`src/core/jtag_config_port_pkg.sv`:
```
package jtag_config_port_pkg;

    // ----------------------------------------
    // instruction register
    // ----------------------------------------
    localparam int IR_WIDTH = 5;
    localparam logic [4:0] INSTR_EXTEST = 5'h00;
    localparam logic [4:0] SELECT_CONFIG_REG_INSTR = 5'h01;
    localparam logic [4:0] INSTR_ERASE = 5'h02;
    localparam logic [4:0] READBACK_CONFIG_INSTR = 5'h03;
    localparam logic [4:0] COMMIT_CONFIG_INSTR = 5'h04;
    localparam logic [4:0] INSTR_IDCODE = 5'h0d;
    localparam logic [4:0] INSTR_SAMPLE = 5'h1e;
    localparam logic [4:0] INSTR_BYPASS = 5'h1f;
    localparam logic [4:0] IR_CAPTURE = 5'h01;   // low two bits 01 as the standard asks

    // ----------------------------------------
    // data registers
    // ----------------------------------------
    localparam int ID_WIDTH = 32;
    localparam logic [31:0] ID_VALUE = 32'h1234_5679;   // arbitrary value, bit 0 set
    localparam int SIG_WIDTH = 7;
    localparam int CFG_WIDTH = 24;   // functional bits + signature + lock
    localparam int SIG_LSB = 16;
    localparam int LOCK_POS = 23;

    // ----------------------------------------
    // controller states
    // ----------------------------------------
    typedef enum logic [3:0] {
        TLR, RTI, SEL_DR, CAP_DR, SH_DR, EX1_DR, PA_DR, EX2_DR, UPD_DR,
        SEL_IR, CAP_IR, SH_IR, EX1_IR, PA_IR, EX2_IR, UPD_IR
    } tap_state_e;

endpackage

```
`src/core/jtag_config_port.sv`:
```
`timescale 1ns/1ps
module jtag_config_port #(
    parameter int CFG_W = jtag_config_port_pkg::CFG_WIDTH
) (
    // system
    input wire logic ref_clk,
    input wire logic rst,
    // test port pins
    input wire logic tck,
    input wire logic tms,
    input wire logic tdi,
    output logic tdo,
    output logic tdo_oe,
    // configuration to the analog core
    output logic [CFG_W-1:0] config_bits,
    output logic security_lock_bit,
    output logic [jtag_config_port_pkg::SIG_WIDTH-1:0] user_signature_bits
);

    // ----------------------------------------
    // pin synchronisers and edge detect
    // ----------------------------------------
    logic [1:0] tck_sync, tms_sync, tdi_sync;
    logic tck_prev;
    logic tck_rise, tck_fall;

    // two stages before any logic looks at a pin
    always_ff @(posedge ref_clk or posedge rst) begin
        if (rst) begin
            tck_sync <= 2'b00;
            tms_sync <= 2'b11;
            tdi_sync <= 2'b11;
            tck_prev <= 1'b0;
        end else begin
            tck_sync <= {tck_sync[0], tck};
            tms_sync <= {tms_sync[0], tms};
            tdi_sync <= {tdi_sync[0], tdi};
            tck_prev <= tck_sync[1];
        end
    end

    assign tck_rise = tck_sync[1] & ~tck_prev;
    assign tck_fall = ~tck_sync[1] & tck_prev;

    // ----------------------------------------
    // controller
    // ----------------------------------------
    jtag_config_port_pkg::tap_state_e state, next_state;

    always_comb begin
        case (state)
            jtag_config_port_pkg::TLR: next_state = tms_sync[1] ? jtag_config_port_pkg::TLR : jtag_config_port_pkg::RTI;
            jtag_config_port_pkg::RTI: next_state = tms_sync[1] ? jtag_config_port_pkg::SEL_DR : jtag_config_port_pkg::RTI;
            jtag_config_port_pkg::SEL_DR: next_state = tms_sync[1] ? jtag_config_port_pkg::SEL_IR : jtag_config_port_pkg::CAP_DR;
            jtag_config_port_pkg::CAP_DR: next_state = tms_sync[1] ? jtag_config_port_pkg::EX1_DR : jtag_config_port_pkg::SH_DR;
            jtag_config_port_pkg::SH_DR: next_state = tms_sync[1] ? jtag_config_port_pkg::EX1_DR : jtag_config_port_pkg::SH_DR;
            jtag_config_port_pkg::EX1_DR: next_state = tms_sync[1] ? jtag_config_port_pkg::UPD_DR : jtag_config_port_pkg::PA_DR;
            jtag_config_port_pkg::PA_DR: next_state = tms_sync[1] ? jtag_config_port_pkg::EX2_DR : jtag_config_port_pkg::PA_DR;
            jtag_config_port_pkg::EX2_DR: next_state = tms_sync[1] ? jtag_config_port_pkg::UPD_DR : jtag_config_port_pkg::SH_DR;
            jtag_config_port_pkg::UPD_DR: next_state = tms_sync[1] ? jtag_config_port_pkg::SEL_DR : jtag_config_port_pkg::RTI;
            jtag_config_port_pkg::SEL_IR: next_state = tms_sync[1] ? jtag_config_port_pkg::TLR : jtag_config_port_pkg::CAP_IR;
            jtag_config_port_pkg::CAP_IR: next_state = tms_sync[1] ? jtag_config_port_pkg::EX1_IR : jtag_config_port_pkg::SH_IR;
            jtag_config_port_pkg::SH_IR: next_state = tms_sync[1] ? jtag_config_port_pkg::EX1_IR : jtag_config_port_pkg::SH_IR;
            jtag_config_port_pkg::EX1_IR: next_state = tms_sync[1] ? jtag_config_port_pkg::UPD_IR : jtag_config_port_pkg::PA_IR;
            jtag_config_port_pkg::PA_IR: next_state = tms_sync[1] ? jtag_config_port_pkg::EX2_IR : jtag_config_port_pkg::PA_IR;
            jtag_config_port_pkg::EX2_IR: next_state = tms_sync[1] ? jtag_config_port_pkg::UPD_IR : jtag_config_port_pkg::SH_IR;
            jtag_config_port_pkg::UPD_IR: next_state = tms_sync[1] ? jtag_config_port_pkg::SEL_DR : jtag_config_port_pkg::RTI;
            default: next_state = jtag_config_port_pkg::TLR;
        endcase
    end

    // state steps only on a test clock rising edge
    always_ff @(posedge ref_clk or posedge rst) begin
        if (rst) begin
            state <= jtag_config_port_pkg::TLR;
        end else if (tck_rise) begin
            state <= next_state;
        end
    end

    // ----------------------------------------
    // instruction register
    // ----------------------------------------
    logic [jtag_config_port_pkg::IR_WIDTH-1:0] ir_shift, instr;

    // test-logic-reset loads the identification instruction
    always_ff @(posedge ref_clk or posedge rst) begin
        if (rst) begin
            ir_shift <= jtag_config_port_pkg::IR_CAPTURE;
            instr <= jtag_config_port_pkg::INSTR_IDCODE;
        end else if (tck_rise) begin
            case (state)
                jtag_config_port_pkg::TLR: instr <= jtag_config_port_pkg::INSTR_IDCODE;
                jtag_config_port_pkg::CAP_IR: ir_shift <= jtag_config_port_pkg::IR_CAPTURE;
                jtag_config_port_pkg::SH_IR: ir_shift <= {tdi_sync[1], ir_shift[4:1]};
                jtag_config_port_pkg::UPD_IR: instr <= ir_shift;
                default: ;
            endcase
        end
    end

    // ----------------------------------------
    // data path selection
    // ----------------------------------------
    // any code without a register of its own falls to bypass
    function automatic logic [1:0] dr_select(input logic [4:0] code);
        case (code)
            jtag_config_port_pkg::INSTR_IDCODE: dr_select = 2'd1;
            jtag_config_port_pkg::SELECT_CONFIG_REG_INSTR,
            jtag_config_port_pkg::READBACK_CONFIG_INSTR: dr_select = 2'd2;
            default: dr_select = 2'd0;
        endcase
    endfunction

    logic [1:0] dr_sel;
    assign dr_sel = dr_select(instr);

    // ----------------------------------------
    // data registers
    // ----------------------------------------
    logic bypass_stage;
    logic [jtag_config_port_pkg::ID_WIDTH-1:0] id_shift;
    logic [CFG_W-1:0] cfg_shift, nv_cells;
    logic [CFG_W-1:0] readback_view;

    // functional bits read as zero once locked; signature stays visible
    always_comb begin
        readback_view = nv_cells;
        if (nv_cells[jtag_config_port_pkg::LOCK_POS]) begin
            readback_view[jtag_config_port_pkg::SIG_LSB-1:0] = '0;
        end
    end

    always_ff @(posedge ref_clk or posedge rst) begin
        if (rst) begin
            bypass_stage <= 1'b0;
            id_shift <= '0;
            cfg_shift <= '0;
        end else if (tck_rise) begin
            if (state == jtag_config_port_pkg::CAP_DR) begin
                bypass_stage <= 1'b0;
                id_shift <= jtag_config_port_pkg::ID_VALUE;
                if (instr == jtag_config_port_pkg::READBACK_CONFIG_INSTR) begin
                    cfg_shift <= readback_view;
                end
            end else if (state == jtag_config_port_pkg::SH_DR) begin
                case (dr_sel)
                    2'd1: id_shift <= {tdi_sync[1], id_shift[31:1]};
                    2'd2: cfg_shift <= {tdi_sync[1], cfg_shift[CFG_W-1:1]};
                    default: bypass_stage <= tdi_sync[1];
                endcase
            end
        end
    end

    // ----------------------------------------
    // nonvolatile cells
    // ----------------------------------------
    // commit and erase run on entry to idle after the instruction update;
    // stands in for the slow cell write, done in one step here
    always_ff @(posedge ref_clk or posedge rst) begin
        if (rst) begin
            nv_cells <= '0;
        end else if (tck_rise && state == jtag_config_port_pkg::UPD_IR && !tms_sync[1]) begin
            if (ir_shift == jtag_config_port_pkg::COMMIT_CONFIG_INSTR) begin
                nv_cells <= nv_cells | cfg_shift;   // cells only program toward one
            end else if (ir_shift == jtag_config_port_pkg::INSTR_ERASE) begin
                nv_cells <= '0;
            end
        end
    end

    // ----------------------------------------
    // serial output and core outputs
    // ----------------------------------------
    always_ff @(posedge ref_clk or posedge rst) begin
        if (rst) begin
            tdo <= 1'b0;
            tdo_oe <= 1'b0;
        end else if (tck_fall) begin
            tdo_oe <= (state == jtag_config_port_pkg::SH_DR) || (state == jtag_config_port_pkg::SH_IR);
            if (state == jtag_config_port_pkg::SH_IR) begin
                tdo <= ir_shift[0];
            end else begin
                case (dr_sel)
                    2'd1: tdo <= id_shift[0];
                    2'd2: tdo <= cfg_shift[0];
                    default: tdo <= bypass_stage;
                endcase
            end
        end
    end

    always_ff @(posedge ref_clk or posedge rst) begin
        if (rst) begin
            config_bits <= '0;
            security_lock_bit <= 1'b0;
            user_signature_bits <= '0;
        end else begin
            config_bits <= nv_cells;
            security_lock_bit <= nv_cells[jtag_config_port_pkg::LOCK_POS];
            user_signature_bits <= nv_cells[jtag_config_port_pkg::SIG_LSB +: jtag_config_port_pkg::SIG_WIDTH];
        end
    end

endmodule // jtag_config_port

```
`config.mk`:
```
export PLATFORM = sky130hd
export DESIGN_NAME = jtag_config_port
export DESIGN_NICKNAME = d
export VERILOG_FILES = /design/src/core/jtag_config_port_pkg.sv /design/src/core/jtag_config_port.sv
export SDC_FILE = /design/constraint.sdc
export NUM_CORES = 1
export LEC_CHECK = 0
export ABC_AREA = 1
export BUFFER_PORTS_ARGS = -buffer_cell sky130_fd_sc_hd__buf_2
export CORE_ASPECT_RATIO = 0.5
export CORE_MARGIN = 5
export CORE_UTILIZATION = 58
export CTS_BUF_LIST = sky130_fd_sc_hd__clkbuf_8
export DETAILED_ROUTE_END_ITERATION = 7
export MAX_ROUTING_LAYER = met4
export PLACE_DENSITY = 0.74
export SETUP_SLACK_MARGIN = 0.2
export SLEW_MARGIN = 25
export SYNTH_ARGS = -nofsm -noshare
export SYNTH_HDL_FRONTEND = slang
export SYNTH_SLANG_ARGS = --single-unit
```
`constraint.sdc`:
```
create_clock -name ref_clk -period 6.2 [get_ports ref_clk]
set_clock_uncertainty 0.15 [all_clocks]
set_input_delay 1.24 -clock ref_clk [delete_from_list [all_inputs] [get_ports ref_clk]]
set_output_delay 1.24 -clock ref_clk [all_outputs]
set_load 0.005 [all_outputs]
```
-- Word-level counts from Yosys, hierarchy flattened
Index checks and enable logic that the tools add are counted.
- flip-flop bits (word level): 136
- input bits: 5
- output and inout bits: 34
- word-level logic and storage cells: 98
- equal/unequal tests: 24
- mux-type cells: 31
- bitwise gates (word level): 5
- reduce and logical (&&, ||, !) cells: 22
- operators by type and width (cell ; number):
    $mux 24 ; 6
    $mux 32 ; 3
    $pmux 4 s12 ; 1
    $eq 4x4->1 const B ; 8
    $or 24x24->24 ; 1
    $pmux 5 s2 ; 2
    $eq 4x3->1 const B ; 4
    $mux 16 ; 1
    $mux 4 ; 4
    $reduce_bool 2->1 ; 6
    $eq 5x2->1 const B ; 2
    $eq 4x2->1 const B ; 2
    $reduce_or 2->1 ; 4
    $mux 1 ; 7
    $mux 2 ; 3
    $mux 3 ; 2
    $reduce_and 2->1 ; 3
    $reduce_and 3->1 ; 2
    $eq 5x1->1 const B ; 1
    $eq 5x3->1 const B ; 1
    $eq 5x4->1 const B ; 1
    $eq 4x1->1 const B ; 1
    $logic_not 4->1 ; 1
    $ne 2x1->1 const B ; 2
    11 further kinds ; 14

-- Depth between registers and ports, before layout
- word-level depth: 8
- depth in mapped cells: 12
- gate-level depth less buffers: 11

-- Worst setup path before layout
OpenSTA, ideal clock, no wires.
- path type: register -> output
- start: register config_bits[23]
- end: output port config_bits[23]
- arrival: 0.498 ns
- data required time: 4.810 ns
- setup slack: 4.312 ns
- cell stages (with the launch flop): 2
- buffers on the path: 1
- path through: dfrtp_1 > buf_4
- RTL lines (item ; line ; text):
    start, declared ; jtag_config_port.sv:15 ; output logic [CFG_W-1:0] config_bits,
    start signal, assigned ; jtag_config_port.sv:200 ; config_bits <= nv_cells;
No word-level cell between the ends.

-- Worst setup path after layout
- start: register state[3]
- end: register id_shift[31] in the netlist's numbering
- cells in the longest elaborated chain, start to end: 3
- elaborated cells between the ends (all ways): 6
- classes of those cells: 2 x eq/ne; 1 x mux; 3 x reduce/logical
- ends and longest elaborated chain (item ; line ; text):
    start, declared ; jtag_config_port.sv:48 ; jtag_config_port_pkg::tap_state_e state, next_state;
    start signal, assigned ; jtag_config_port.sv:75 ; state <= jtag_config_port_pkg::TLR;
    start signal, assigned ; jtag_config_port.sv:77 ; state <= next_state;
    $eq 4x2->1 / $eq 4x3->1 (equally long branches) ; jtag_config_port.sv:140, jtag_config_port.sv:146 ;
    $reduce_bool 2->1 (no source line) ; -- ;
    $reduce_and 3->1 (no source line) ; -- ;
    end signal, assigned ; jtag_config_port.sv:142 ; id_shift <= jtag_config_port_pkg::ID_VALUE;
    end signal, assigned ; jtag_config_port.sv:148 ; 2'd1: id_shift <= {tdi_sync[1], id_shift[31:1]};
    end, declared ; jtag_config_port.sv:122 ; logic [jtag_config_port_pkg::ID_WIDTH-1:0] id_shift;
Several ways; a longest one is shown, not always the timed one.
A chain may end at the register's enable or synchronous reset.

==> results.md <==
- Layout cells sized above 1: 0.152
- Buf+Inv Stages, Crit Path: 2
- RSZ-0062 raised after global routing: no
- Area occupied by multi-input gates: 1890 sq um
- Cell Rows: 25
- FF-to-FF Start: state[3]
- I/O pin total: 39
- GPL Wtd Cong: 0.894
- Vias per cell: 5.29
- Required time of the critical path: 6340 ps
- Die area: 11500 sq um
- Slew HR: 0.340
- Worst Tran Pin Value: 989 ps
- CP top delay family: simple AND/OR/NAND/NOR gates
- Sequential share of the synthesized area: 0.591
- Reg clk slew, reported paths: 70 ps
- Total iterations of the first detailed-routing run: 5
- Average wire per standard cell: 13.5 um
- Worst-case reg-to-reg path depth: 8
- Clock buffer depth: 2
- Status: finished, final reports clean
- Setup tns final: 0 ps
- Mapped Cells: 623
- Crit path capture type: flop
- Register bit total from synthesis: 128
- Cell area after synthesis: 5440 sq um
- Crit path top cell by count: inv_2
- CTS Root Cell: clkbuf_8
- Routed Antenna Nets: 0
- CP endpoint: id_shift[31]
- Worst Hold Class: reg -> reg
- Final setup viols: 0
- H-tree depth: 4
- Worst vdd ir: 0.183 mV
- CP max stage delay: 540 ps
- # Post-CTS Setup Buffers: 0
- Tot GR Track Use: 0.202
- Vias in the first global route: 3861
- Num CTS Buffers: 17
- Yosys warnings: 0
- Ant diodes: 0
- R2R setup slack: 3040 ps
- Critical-path top delay cell: nor2_4
- Net Count, Synth: 630
- Worst Setup SP: state[3]
- Initial DRC Count: 324
- Chip height: 78.5 um
- Sequential cell area: 3210 sq um
- Fin crit share: 0.510
- Total power: 1.94 mW
- Worst-path cell chain: nor2_2, nand2_4, inv_2, nor2_1, nor2_4, inv_2, nand2_1, o21ai_0
- First-pass GRT wire length: 18400 um
- Reg2reg end: id_shift[31]
- Nets: 652
- Total gr overflow: 0
- Vias post-DR: 4124
- Core area: 9290 sq um
- Fillers: 726
- Synth cell types: 30
- DIE WIDTH: 147 um
- Critical Path AT: 3300 ps
- Starting density of the core: 0.585
- WL final: 10500 um
- CTS tree: yes
- Post-CTS Hold Buffers: 0
- WS Path Type: reg -> reg
- Antenna violations before repair: 0
- Leak: 3.13 nW
- Area growth syn-to-layout: 10.0%
- Slew Limit Fails: 0
- CP max FO: 64
- DP HPWL: 6200 um
- Largest net degree at the start of global routing: 68
- Total clock sinks: 128
- Hold Vio Cnt, Final: 0
- # DRC: 0
- Syn_area_per_cell: 8.72 sq um
- Final critical-path required period: 3160 ps
- Later-pin clock latency in the skew report: 430 ps
- Port bufs: 38
- CP Launch Type: flop
- PostCTS Resize Cnt: 0
- Pwr dens: 325 nW/um^2
- Stages on worst setup path: 8
- Fmax: 316 MHz
- Max Cap Viol: 0
-- routing by layer --
layer  track usage  part of all wire
met4        0.0809             0.015
met5             -                 0
met2         0.300              0.45
met3        0.0438             0.048
met1         0.275              0.49
-- worst min path at each step --
stage	from	to	cells after the start
finish	tms_sync[0]	tms_sync[1]	0
global route	tms_sync[0]	tms_sync[1]	0
CTS	tms_sync[0]	tms_sync[1]	0
detailed placement	tdi_sync[0]	tdi_sync[1]	0
global placement	tck_sync[0]	tck_sync[1]	0
floorplan	tck_sync[0]	tck_sync[1]	0
-- synthesized netlist by cell type --
master,n,area (sq um)
o21a_1,1,7.51
nand2_4,2,22.5
nand2_2,3,18.8
a22oi_1,1,7.51
inv_2,6,22.5
o21ai_1,29,145
inv_1,22,82.6
inv_4,1,6.26
ha_1,2,25.0
clkbuf_1,13,48.8
nand3_2,1,10.0
dfrtp_1,120,3000
o21bai_1,1,7.51
nand3_1,29,145
nand4_1,5,31.3
a21oi_1,5,25.0
nor2_1,24,90.1
buf_2,8,40.0
nand2_1,250,938
buf_4,11,82.6
o211ai_1,1,7.51
o21ai_2,4,35.0
clkinv_1,1,3.75
nor2_4,2,22.5
o21ai_0,64,320
a31oi_1,2,12.5
buf_6,4,45.0
nor2_2,2,12.5
o22ai_1,1,6.26
dfstp_2,8,210
-- stage by stage --
step	std cells	setup slack [ps]	hold WS, ps	instance area, sq um	util
finish	779	3040	207	5980	0.644
global route	779	2740	215	5980	0.644
CTS	779	3070	208	5980	0.644
detailed placement	747	3070	198	5570	0.600
global placement	747	3140	185	5570	0.600
floorplan	623	1410	181	5440	-
-- kinds of logic (layout without fill, tap and decap cells) --
group | Yosys count | count (layout) | synth area share
compound gates | 109 | 109 | 0.106
fa+ha+maj | 2 | 2 | 0.00460
buf+inv | 66 | 101 | 0.0610
flops | 128 | 128 | 0.591
simple gates | 318 | 318 | 0.238
-- cells in the final DEF, fill, tap and decap left out --
| cell type | count |
|---|---|
| nand3_2 | 1 |
| buf_2 | 38 |
| o21bai_1 | 1 |
| o21ai_2 | 4 |
| inv_2 | 6 |
| nand4_1 | 5 |
| inv_4 | 2 |
| clkinvlp_4 | 2 |
| nor2_4 | 2 |
| ha_1 | 2 |
| nand2_2 | 3 |
| nor2_2 | 3 |
| nand3_1 | 29 |
| a21oi_1 | 5 |
| a22oi_1 | 1 |
| a31oi_1 | 2 |
| clkinv_2 | 5 |
| clkbuf_8 | 19 |
| nand2_1 | 250 |
| dfstp_2 | 8 |
| nor2_1 | 23 |
| buf_4 | 1 |
| dfrtp_1 | 120 |
| inv_1 | 23 |
| bufinv_16 | 3 |
| o22ai_1 | 1 |
| clkinv_4 | 1 |
| clkinv_1 | 1 |
| o21a_1 | 1 |
| o21ai_1 | 29 |
| o211ai_1 | 1 |
| o21ai_0 | 64 |
| nand2_4 | 2 |
-- state kept, by name, summed over array words and instances (netlist names), 4 cells and up --
signal               cells
cfg_shift               24
instr                    5
state                    4
ir_shift                 5
user_signature_bits      6
nv_cells                24
id_shift                32
config_bits             18
-- power by group --
| part | switching [mW] | internal (mW) |
|---|---|---|
| combinational | 0.177 | 0.0706 |
| sequential | 0.0511 | 0.908 |
| clock | 0.324 | 0.413 |
| total | 0.551 | 1.39 |
-- layout make-up --
class / instances / area share
Clock buffer: 19 / 0.0437
Clock inverter: 13 / 0.0245
Inverter: 30 / 0.0197
Multi-Input combinational cell: 429 / 0.317
Sequential cell: 128 / 0.537
Tap cell: 121 / 0.0253
Timing Repair Buffer: 39 / 0.0331
Power figures use the tool's default switching activity.
